===== src/logic/tcc_cfg.svh =====
/*
 * Constants of the timer count-control block: register offsets, field
 * positions, reset values and source codes.
 * Assumes it is included by the design files and by the bench.
 */
// Summary of operation
// - clear-on-match-A set clears the count at match A, else it runs free.
// - source codes 000 to 100 count the clock divided by 1, 2, 4, 8, 32.
// - source code 101 counts each rising edge of the external event input.
// - code 110 counts the fast oscillator; code 111 is reserved and counts nothing.
// - undivided clock in subclock state counts the subclock instead.
// - each channel pin shows its initial-level bit until its first match.
// - in PWM mode initial-level bits of B, C, D set output polarity.
// - a write to an initial-level bit changes the pin at once.
// - trigger edge select: 00 off, 01 rising, 10 falling, 11 both edges.
// - trigger edge select only acts while dual-PWM mode select is 0.
// - stop-on-match-A with dual-PWM select 0 halts counting at match A.
// - low five bits of trigger control ignore writes and read as ones.
// - dual-PWM select 0 means dual-PWM mode, per-pin PWM bits ignored.
// - in dual-PWM mode with stop set, match A clears the counter-start bit.
`ifndef TCC_CFG_SVH
`define TCC_CFG_SVH

// register byte offsets
`define TCC_OFS_COUNT_CONTROL   8'h00
`define TCC_OFS_TRIGGER_CONTROL 8'h04
`define TCC_OFS_MODE            8'h08
`define TCC_OFS_TIMER_COUNT     8'h0c
`define TCC_OFS_COMPARE_A       8'h10
`define TCC_OFS_COMPARE_D       8'h1c

// count_control fields
`define TCC_CC_CLEAR_BIT        7
`define TCC_CC_SRC_HI           6
`define TCC_CC_SRC_LO           4
`define TCC_CC_INIT_HI          3
`define TCC_CC_INIT_LO          0
`define TCC_CC_RESET            8'h00

// trigger_control fields
`define TCC_TC_EDGE_HI          7
`define TCC_TC_EDGE_LO          6
`define TCC_TC_STOP_BIT         5
`define TCC_TC_RSVD             5'h1f

// mode register fields
`define TCC_MD_START_BIT        7
`define TCC_MD_RSVD_BIT         6
`define TCC_MD_DUAL_BIT         3
`define TCC_MD_PWM_HI           2
`define TCC_MD_PWM_LO           0

// clock source codes
`define TCC_SRC_DIV1            3'h0
`define TCC_SRC_DIV2            3'h1
`define TCC_SRC_DIV4            3'h2
`define TCC_SRC_DIV8            3'h3
`define TCC_SRC_DIV32           3'h4
`define TCC_SRC_EVENT           3'h5
`define TCC_SRC_FAST            3'h6

// trigger edge codes
`define TCC_EDGE_RISE_BIT       0
`define TCC_EDGE_FALL_BIT       1

// prescaler taps for the divided enables
`define TCC_TAP_DIV2            0
`define TCC_TAP_DIV4            1
`define TCC_TAP_DIV8            2
`define TCC_TAP_DIV32           4

// bus responses
`define TCC_RESP_OKAY           2'h0
`define TCC_RESP_SLVERR         2'h2

`endif


===== src/logic/tcc_pkg.sv =====
/*
 * Types of the timer count-control block: AXI4-Lite channel bundles.
 * Assumes a 32-bit data AXI4-Lite master on the other side.
 */
package tcc_pkg;

    typedef struct packed {
        logic        awvalid;
        logic [31:0] awaddr;
        logic        wvalid;
        logic [31:0] wdata;
        logic [3:0]  wstrb;
        logic        bready;
        logic        arvalid;
        logic [31:0] araddr;
        logic        rready;
    } tcc_axi_req_type;

    typedef struct packed {
        logic        awready;
        logic        wready;
        logic        bvalid;
        logic [1:0]  bresp;
        logic        arready;
        logic        rvalid;
        logic [31:0] rdata;
        logic [1:0]  rresp;
    } tcc_axi_rsp_type;

endpackage : tcc_pkg


===== src/logic/tcc_prescaler.sv =====
/*
 * Free-running prescaler giving one-cycle count enables at 1/2^(k+1).
 * Assumes a single clock; ce low freezes it with the rest of the block.
 */
`include "tcc_cfg.svh"

module tcc_prescaler #(
    parameter int TAPS = 5
) (
    // clock and control
    input  wire logic            aclk,
    input  wire logic            aresetn,
    input  wire logic            ce,
    // enables
    output logic [TAPS-1:0]      tick
);
    logic [TAPS-1:0] cnt;
    logic [TAPS-1:0] next_cnt;
    logic [TAPS-1:0] next_tick;

    always_comb begin
        next_cnt = cnt + TAPS'(1);
    end

    // enables rather than derived clocks keep one clock tree
    generate
        for (genvar k = 0; k < TAPS; k++) begin : g_tap
            always_comb begin
                next_tick[k] = &next_cnt[k:0];
            end
        end
    endgenerate

    always_ff @(posedge aclk) begin
        if (!aresetn) begin
            cnt  <= '0;
            tick <= '0;
        end else if (ce) begin
            cnt  <= next_cnt;
            tick <= next_tick;
        end
    end
endmodule : tcc_prescaler


===== src/logic/tcc_top.sv =====
/*
 * Timer count-control block: count source, clear and stop at match A,
 * external trigger, four channel pin levels, AXI4-Lite register slave.
 * Assumes all inputs synchronous to aclk except the event and trigger
 * pins, which are synchronised here; one write and one read in flight.
 */
`include "tcc_cfg.svh"

module tcc_top #(
    parameter int CNT_W = 16
) (
    // clock, reset, enable
    input  wire logic                 aclk,
    input  wire logic                 aresetn,
    input  wire logic                 ce,
    // register bus
    input  tcc_pkg::tcc_axi_req_type  axi_req,
    output tcc_pkg::tcc_axi_rsp_type  axi_rsp,
    // count sources
    input  wire logic                 subclock_mode,
    input  wire logic                 subclock_tick,
    input  wire logic                 fast_oscillator_clock,
    input  wire logic                 external_event_input,
    input  wire logic                 external_trigger,
    // channel pins a to d
    output logic [3:0]                channel_pin
);
    // bus state
    logic                      aw_full, next_aw_full;
    logic [7:0]                aw_addr, next_aw_addr;
    logic                      w_full, next_w_full;
    logic [31:0]               w_data, next_w_data;
    logic [3:0]                w_strb, next_w_strb;
    tcc_pkg::tcc_axi_rsp_type  next_rsp;
    logic                      do_write;
    logic [7:0]                wr_addr;
    // register state
    logic [7:0]                count_control, next_count_control;
    logic [1:0]                edge_sel, next_edge_sel;
    logic                      stop_on_match_a, next_stop_on_match_a;
    logic                      counter_start, next_counter_start;
    logic                      dual_pwm_mode_select, next_dual_pwm_mode_select;
    logic [2:0]                pwm_sel, next_pwm_sel;
    logic [CNT_W-1:0]          timer_count, next_timer_count;
    logic [CNT_W-1:0]          compare [4];
    logic [CNT_W-1:0]          next_compare [4];
    logic [3:0]                toggled, next_toggled;
    logic [3:0]                next_pin;
    // decoded hits and count terms
    logic                      wr_cc, wr_tc, wr_md, wr_cnt;
    logic [4:0]                pre_tick;
    logic                      src_tick, count_tick, trig_hit, stop_hit;
    logic [3:0]                match, pwm_act;
    logic [2:0]                ev_sync, tr_sync;
    logic                      ev_rise, tr_rise, tr_fall;
    logic [2:0]                src;

    assign src = count_control[`TCC_CC_SRC_HI:`TCC_CC_SRC_LO];

    tcc_prescaler #(
        .TAPS (5)
    ) u_prescaler (
        .aclk    (aclk),
        .aresetn (aresetn),
        .ce      (ce),
        .tick    (pre_tick)
    );

    // pin synchronisers: stage 0 feeds only stage 1
    always_ff @(posedge aclk) begin
        if (!aresetn) begin
            ev_sync <= '0;
            tr_sync <= '0;
        end else if (ce) begin
            ev_sync <= {ev_sync[1:0], external_event_input};
            tr_sync <= {tr_sync[1:0], external_trigger};
        end
    end
    assign ev_rise = ev_sync[1] & ~ev_sync[2];
    assign tr_rise = tr_sync[1] & ~tr_sync[2];
    assign tr_fall = ~tr_sync[1] & tr_sync[2];

    // bus channel handling
    always_comb begin
        next_aw_full = aw_full;
        next_aw_addr = aw_addr;
        next_w_full  = w_full;
        next_w_data  = w_data;
        next_w_strb  = w_strb;
        next_rsp     = axi_rsp;
        if (axi_req.awvalid && axi_rsp.awready) begin
            next_aw_full = 1'b1;
            next_aw_addr = axi_req.awaddr[7:0];
        end
        if (axi_req.wvalid && axi_rsp.wready) begin
            next_w_full = 1'b1;
            next_w_data = axi_req.wdata;
            next_w_strb = axi_req.wstrb;
        end
        if (axi_rsp.bvalid && axi_req.bready) begin
            next_rsp.bvalid = 1'b0;
        end
        do_write = next_aw_full && next_w_full && !next_rsp.bvalid;
        wr_addr  = next_aw_addr;
        if (do_write) begin
            next_aw_full   = 1'b0;
            next_w_full    = 1'b0;
            next_rsp.bvalid = 1'b1;
            next_rsp.bresp = (wr_addr[1:0] == 2'h0 &&
                              wr_addr <= `TCC_OFS_COMPARE_D) ?
                             `TCC_RESP_OKAY : `TCC_RESP_SLVERR;
        end
        if (axi_rsp.rvalid && axi_req.rready) begin
            next_rsp.rvalid = 1'b0;
        end
        if (axi_req.arvalid && axi_rsp.arready) begin
            next_rsp.rvalid = 1'b1;
            next_rsp.rresp  = `TCC_RESP_OKAY;
            next_rsp.rdata  = '0;
            case (axi_req.araddr[7:0])
                `TCC_OFS_COUNT_CONTROL:   next_rsp.rdata[7:0] = count_control;
                `TCC_OFS_TRIGGER_CONTROL: next_rsp.rdata[7:0] =
                    {edge_sel, stop_on_match_a, `TCC_TC_RSVD};
                `TCC_OFS_MODE:            next_rsp.rdata[7:0] =
                    {counter_start, 1'b1, 2'h0, dual_pwm_mode_select, pwm_sel};
                `TCC_OFS_TIMER_COUNT:     next_rsp.rdata[CNT_W-1:0] = timer_count;
                8'h10: next_rsp.rdata[CNT_W-1:0] = compare[0];
                8'h14: next_rsp.rdata[CNT_W-1:0] = compare[1];
                8'h18: next_rsp.rdata[CNT_W-1:0] = compare[2];
                `TCC_OFS_COMPARE_D:       next_rsp.rdata[CNT_W-1:0] = compare[3];
                default: next_rsp.rresp = `TCC_RESP_SLVERR;
            endcase
        end
        // ready only while the matching slot is free
        next_rsp.awready = !next_aw_full && !next_rsp.bvalid;
        next_rsp.wready  = !next_w_full && !next_rsp.bvalid;
        next_rsp.arready = !next_rsp.rvalid;
    end

    always_ff @(posedge aclk) begin
        if (!aresetn) begin
            aw_full <= 1'b0;
            aw_addr <= '0;
            w_full  <= 1'b0;
            w_data  <= '0;
            w_strb  <= '0;
            axi_rsp <= '0;
        end else if (ce) begin
            aw_full <= next_aw_full;
            aw_addr <= next_aw_addr;
            w_full  <= next_w_full;
            w_data  <= next_w_data;
            w_strb  <= next_w_strb;
            axi_rsp <= next_rsp;
        end
    end

    assign wr_cc  = do_write && wr_addr == `TCC_OFS_COUNT_CONTROL && next_w_strb[0];
    assign wr_tc  = do_write && wr_addr == `TCC_OFS_TRIGGER_CONTROL && next_w_strb[0];
    assign wr_md  = do_write && wr_addr == `TCC_OFS_MODE && next_w_strb[0];
    assign wr_cnt = do_write && wr_addr == `TCC_OFS_TIMER_COUNT;

    // count source selection
    always_comb begin
        case (src)
            `TCC_SRC_DIV1:  src_tick = subclock_mode ? subclock_tick : 1'b1;
            `TCC_SRC_DIV2:  src_tick = pre_tick[`TCC_TAP_DIV2];
            `TCC_SRC_DIV4:  src_tick = pre_tick[`TCC_TAP_DIV4];
            `TCC_SRC_DIV8:  src_tick = pre_tick[`TCC_TAP_DIV8];
            `TCC_SRC_DIV32: src_tick = pre_tick[`TCC_TAP_DIV32];
            `TCC_SRC_EVENT: src_tick = ev_rise;
            `TCC_SRC_FAST:  src_tick = fast_oscillator_clock;
            default:        src_tick = 1'b0;
        endcase
    end
    assign count_tick = counter_start && src_tick;
    assign trig_hit   = !dual_pwm_mode_select &&
        ((edge_sel[`TCC_EDGE_RISE_BIT] && tr_rise) ||
         (edge_sel[`TCC_EDGE_FALL_BIT] && tr_fall));
    assign stop_hit   = stop_on_match_a && !dual_pwm_mode_select && match[0];

    // counter and control registers
    always_comb begin
        next_count_control        = count_control;
        next_edge_sel             = edge_sel;
        next_stop_on_match_a      = stop_on_match_a;
        next_counter_start        = counter_start;
        next_dual_pwm_mode_select = dual_pwm_mode_select;
        next_pwm_sel              = pwm_sel;
        next_timer_count          = timer_count;
        next_compare              = compare;
        if (wr_cc) begin
            next_count_control = next_w_data[7:0];
        end
        if (wr_tc) begin
            next_edge_sel        = next_w_data[`TCC_TC_EDGE_HI:`TCC_TC_EDGE_LO];
            next_stop_on_match_a = next_w_data[`TCC_TC_STOP_BIT];
        end
        if (stop_hit) begin
            next_counter_start = 1'b0;
        end
        // software write of the start bit wins over the hardware clear
        if (wr_md) begin
            next_counter_start        = next_w_data[`TCC_MD_START_BIT];
            next_dual_pwm_mode_select = next_w_data[`TCC_MD_DUAL_BIT];
            next_pwm_sel = next_w_data[`TCC_MD_PWM_HI:`TCC_MD_PWM_LO];
        end
        if (count_tick) begin
            if (count_control[`TCC_CC_CLEAR_BIT] && match[0]) begin
                next_timer_count = '0;
            end else begin
                next_timer_count = timer_count + CNT_W'(1);
            end
        end
        if (trig_hit) begin
            next_timer_count = '0;
        end
        if (wr_cnt) begin
            next_timer_count = next_w_data[CNT_W-1:0];
        end
        for (int i = 0; i < 4; i++) begin
            if (do_write && wr_addr == `TCC_OFS_COMPARE_A + 8'(4 * i)) begin
                next_compare[i] = next_w_data[CNT_W-1:0];
            end
        end
    end

    always_ff @(posedge aclk) begin
        if (!aresetn) begin
            count_control        <= `TCC_CC_RESET;
            edge_sel             <= '0;
            stop_on_match_a      <= 1'b0;
            counter_start        <= 1'b0;
            dual_pwm_mode_select <= 1'b1;
            pwm_sel              <= '0;
            timer_count          <= '0;
            compare              <= '{default: '0};
        end else if (ce) begin
            count_control        <= next_count_control;
            edge_sel             <= next_edge_sel;
            stop_on_match_a      <= next_stop_on_match_a;
            counter_start        <= next_counter_start;
            dual_pwm_mode_select <= next_dual_pwm_mode_select;
            pwm_sel              <= next_pwm_sel;
            timer_count          <= next_timer_count;
            compare              <= next_compare;
        end
    end

    // channel outputs: pin is initial level xor the match history
    generate
        for (genvar c = 0; c < 4; c++) begin : g_chan
            always_comb begin
                match[c] = count_tick && timer_count == compare[c];
                if (c == 0) begin
                    pwm_act[c] = 1'b0;
                end else begin
                    pwm_act[c] = !dual_pwm_mode_select || pwm_sel[c-1];
                end
                next_toggled[c] = toggled[c];
                if (pwm_act[c]) begin
                    if (match[c]) begin
                        next_toggled[c] = 1'b1;
                    end else if (match[0]) begin
                        next_toggled[c] = 1'b0;
                    end
                end else if (match[c]) begin
                    next_toggled[c] = !toggled[c];
                end
                next_pin[c] = next_count_control[`TCC_CC_INIT_LO + c] ^
                              next_toggled[c];
            end
        end
    endgenerate

    always_ff @(posedge aclk) begin
        if (!aresetn) begin
            toggled     <= '0;
            channel_pin <= '0;
        end else if (ce) begin
            toggled     <= next_toggled;
            channel_pin <= next_pin;
        end
    end
endmodule : tcc_top


===== config.mk =====
export PLATFORM = sky130hd
export DESIGN_NAME = tcc_top
export DESIGN_NICKNAME = d
export VERILOG_FILES = /design/src/logic/tcc_pkg.sv /design/src/logic/tcc_prescaler.sv /design/src/logic/tcc_top.sv
export VERILOG_INCLUDE_DIRS = /design/src /design/src/logic
export SDC_FILE = /design/constraint.sdc
export NUM_CORES = 1
export LEC_CHECK = 0
export BUFFER_PORTS_ARGS = -buffer_cell sky130_fd_sc_hd__buf_4
export CAP_MARGIN = 20
export CORE_MARGIN = 8
export CORE_UTILIZATION = 60
export DETAILED_ROUTE_END_ITERATION = 8
export GPL_ROUTABILITY_DRIVEN = 0
export GPL_TIMING_DRIVEN = 0
export PLACE_DENSITY = 0.94
export SETUP_SLACK_MARGIN = 0.1
export SYNTH_ARGS = -nofsm -noshare
export SYNTH_HDL_FRONTEND = slang
export SYNTH_SLANG_ARGS = --single-unit

===== constraint.sdc =====
create_clock -name aclk -period 4.3 [get_ports aclk]
set_clock_uncertainty 0.2 [all_clocks]
set_input_delay 0.215 -clock aclk [delete_from_list [all_inputs] [get_ports aclk]]
set_output_delay 0.215 -clock aclk [all_outputs]
set_load 0.03 [all_outputs]

==> results.toml <==
[final_layout]
layout.nets = 1313
multi_input_comb_area_sq_um = 4970
diodes = 0
post_route_cells_drive_above_1_share_pct = 14.2
num-fill-cells = 924
final_cell_area_sq_um = 10600
area_growth_from_synthesis_to_layout_pct = 19.7
finish.utilization_pct = 73.0
area_taken_by_flip_flops_and_latches_sq_um = 3360

[logic_synthesis]
async_reset_ff_share_pct = 0
synth.cell_area_sq_um = 8840
ys.flop_type = "sky130_fd_sc_hd__dfxtp_1"
avgSynthCellArea_sq_um = 8.36
synth.yosys.warnings = 0
cell_type_with_the_largest_total_area_after_synthesis = "sky130_fd_sc_hd__dfxtp_1"
post_synth_most_frequent_cells = "sky130_fd_sc_hd__dfxtp_1 (168), sky130_fd_sc_hd__nand2_1 (107), sky130_fd_sc_hd__nor2_1 (106), sky130_fd_sc_hd__a21oi_1 (101), sky130_fd_sc_hd__clkbuf_1 (59)"
ys_seq_elements = 168
library_cells_used_by_synthesis = 67
area_share_of_the_largest_cell_type_after_synthesis_pct = 38.1
synth-edff-count = 0
sequential_to_total_area_share_from_yosys_stat_pct = 38.1
synthMostInstantiatedCell = "sky130_fd_sc_hd__dfxtp_1"
netlist_top_cells_area = "sky130_fd_sc_hd__dfxtp_1 (38%), sky130_fd_sc_hd__mux2i_1 (5.9%), sky130_fd_sc_hd__a21oi_1 (5.7%)"
syn_inst = 1057

[sta]
timing_max_transition_violations_final = 0
timing.max_slew.rel_slack_pct = 19.3
final.period_utilization_pct = 78.2
period_needed_ps = 3360
clock.fmax_ghz = 0.297
final_setup_violation_count = 0
worst_pin_slew_ps = 1180
hold_viol = 0
fin_setup_tns_ps = 0
rsz0062_at_grt = "no"

[floorplanning]
core_region_area_sq_um = 14500
i_o_pin_total = 158
die_h_um = 137
num_rows = 44
die_w_um = 137
start_util_pct = 61.0
die_area_sq_um = 18900

[place]
dpl-instance-area_sq_um = 9660
io_buffer_count = 70
dp_hpwl_um = 20800

[power]
cellInternalPower_mw = 2.58
net-switching-power_mw = 0.911
p_sw_share_pct = 26.1
max-vdd-ir-drop_v = 0.000271
total_leakage_power_nw = 3.79
p_per_area_nw_per_um2 = 330
pwr-share-comb_pct = 10.0
seqPwrFrac_pct = 45.5
power_frac_clock_pct = 44.4

[clock_tree]
cts.reportedPaths.clkPinSlew_ps = 60
ctsHtreeMaxLevel = 4
cts_buffers = 17
clock_path_buffers = 2
cts.sink_count = 168
postCtsResizedCells = 0
cts-root-buf = "sky130_fd_sc_hd__clkbuf_16"
tritoncts_clock_tree = "built"
clock_latency_ps = 450

[setup_path]
r2r_start = "timer_count[0]$_SDFFE_PN0P_"
worst-endpoint-required_ps = 4380
worstPathArrival_ps = 3450
timing.setup.critical_path_class = "flip-flop to flip-flop"
path_max_fanout = 10
cp-start-kind = "flip-flop"
crit_path_start = "timer_count[0]$_SDFFE_PN0P_"
crit_path_end_kind = "flip-flop"

[global_route]
groute.usage.overall_pct = 34.7
antenna_violations_before_repair = 0
wire_length_of_the_first_global_routing_pass_um = 49800
globalRoute.totalOverflow = 0
grt_pass1_vias = 9224
grt_start_max_net_pins = 17

[detailed_routing]
detailroute.via_count = 9645
drc_errors = 9
postRouteAntennaNets = 0
drtIter0Drc = 2003
drt-pass1-iter-count = 9
wire_per_inst_um = 23.4
vias_per_cell = 6.92
drt_wl_total_um = 32600

[run_status]
run_status = "complete, but fails checks"
failed_checks = "design-rule violations"

[hold_path]
worstHoldPathType = "primary input to flip-flop"
min_from = "axi_req[104]"

[flow_run]
cap_violations = 0
==> cells in the final DEF (no fill, tap or decap), drive strengths merged, types with 31 or more instances in the layout <==
cell type / instances
xnor2: 54
clkbuf: 80
nor2: 108
mux2i: 52
buf: 117
a211oi: 38
dfxtp: 168
o21ai: 34
dlygate4sd3: 31
nand2: 109
a21oi: 102
==> power by group through the flow <==
stage | sequential [mW] | clock, mW | combinational [mW]
final | 1.59 | 1.55 | 0.350
after global routing | 1.59 | 1.58 | 0.364
after CTS | 1.59 | 1.52 | 0.328
after detailed placement | 1.62 | 0 | 0.300
after global placement | 1.62 | 0 | 0.293
after floorplan | 1.64 | 0 | 0.176
==> registers in the layout, summed over array words and instances, names as in the netlist <==
name	count
timer_count	16
edge_sel	2
toggled	4
dual_pwm_mode_select	1
aw_addr	8
tr_sync	3
count_control	8
counter_start	1
axi_rsp	23
stop_on_match_a	1
u_prescaler.cnt	5
w_strb	1
compare	64
u_prescaler.tick	3
channel_pin	4
w_data	16
w_full	1
aw_full	1
ev_sync	3
pwm_sel	3
==> cell families (layout without fill, tap and decap cells) <==
logic type | count (synthesis) | in the layout | synth area share, %
buf+inv | 123 | 258 | 6.54
fa+ha+maj | 3 | 3 | 0.425
flops | 168 | 168 | 38.1
simple gates | 337 | 337 | 17.9
mux | 63 | 63 | 7.67
other cells | 1 | 18 | 0.0424
xor+xnor | 75 | 75 | 7.59
compound gates | 287 | 287 | 21.8
==> layout make-up <==
cell class                      instances  share of cell area (%)
Timing Repair Buffer                  104                    8.09
Multi-Input combinational cell        783                    47.0
Clock inverter                         10                    1.16
Clock buffer                           21                    4.35
Buffer                                103                    4.76
Tap cell                              184                    2.18
Sequential cell                       168                    31.8
Inverter                               20                   0.710
==> per-stage QoR <==
step	setup slack (ps)	power [mW]	std cells	hold WS, ps
6_report	936	3.49	1393	47.2
5_1_grt	848	3.54	1393	90.4
4_1_cts	1160	3.44	1390	17.9
3_5_place_dp	1260	1.92	1328	246
3_3_place_gp	1290	1.92	1328	240
2_1_floorplan	1770	1.81	1074	151
==> worst max-delay path, stage by stage (launching register included) <==
cell                       delay (ps)
sky130_fd_sc_hd__dfxtp_1          330
sky130_fd_sc_hd__clkbuf_1         440
sky130_fd_sc_hd__xor2_1           210
sky130_fd_sc_hd__nor4_1           300
sky130_fd_sc_hd__nand4_1          490
sky130_fd_sc_hd__o31ai_2          670
sky130_fd_sc_hd__buf_6            230
sky130_fd_sc_hd__nor4_1            70
sky130_fd_sc_hd__o21ai_1          170
sky130_fd_sc_hd__a21oi_1           90
==> worst paths after layout <==
kind | slack (ps) | cells after the start | end
worst max-delay path | 940 | 9 | timer_count[9]$_SDFFE_PN0P_
worst min-delay path | 50 | 4 | axi_rsp[40]$_SDFFE_PN0P_
worst max register to register | 940 | 9 | timer_count[9]$_SDFFE_PN0P_
worst min register to register | 250 | 2 | w_data[13]$_SDFFE_PN0P_
==> what timing repair did <==
action,CTS,global route
endpoints found under the hold margin,31,0
hold buffers,31,0
setup buffers,0,0
==> metal layers <==
metal | global-route usage (%) | vias up | share of wire [%]
li1 | - | 4045 | -
met1 | 39.9 | 4383 | 34
met2 | 52.6 | 935 | 43
met3 | 12.3 | 282 | 14
met4 | 25.3 | 0 | 8.0
met5 | 0 | - | 0
Note: power is estimated with default switching activity, not from simulation.
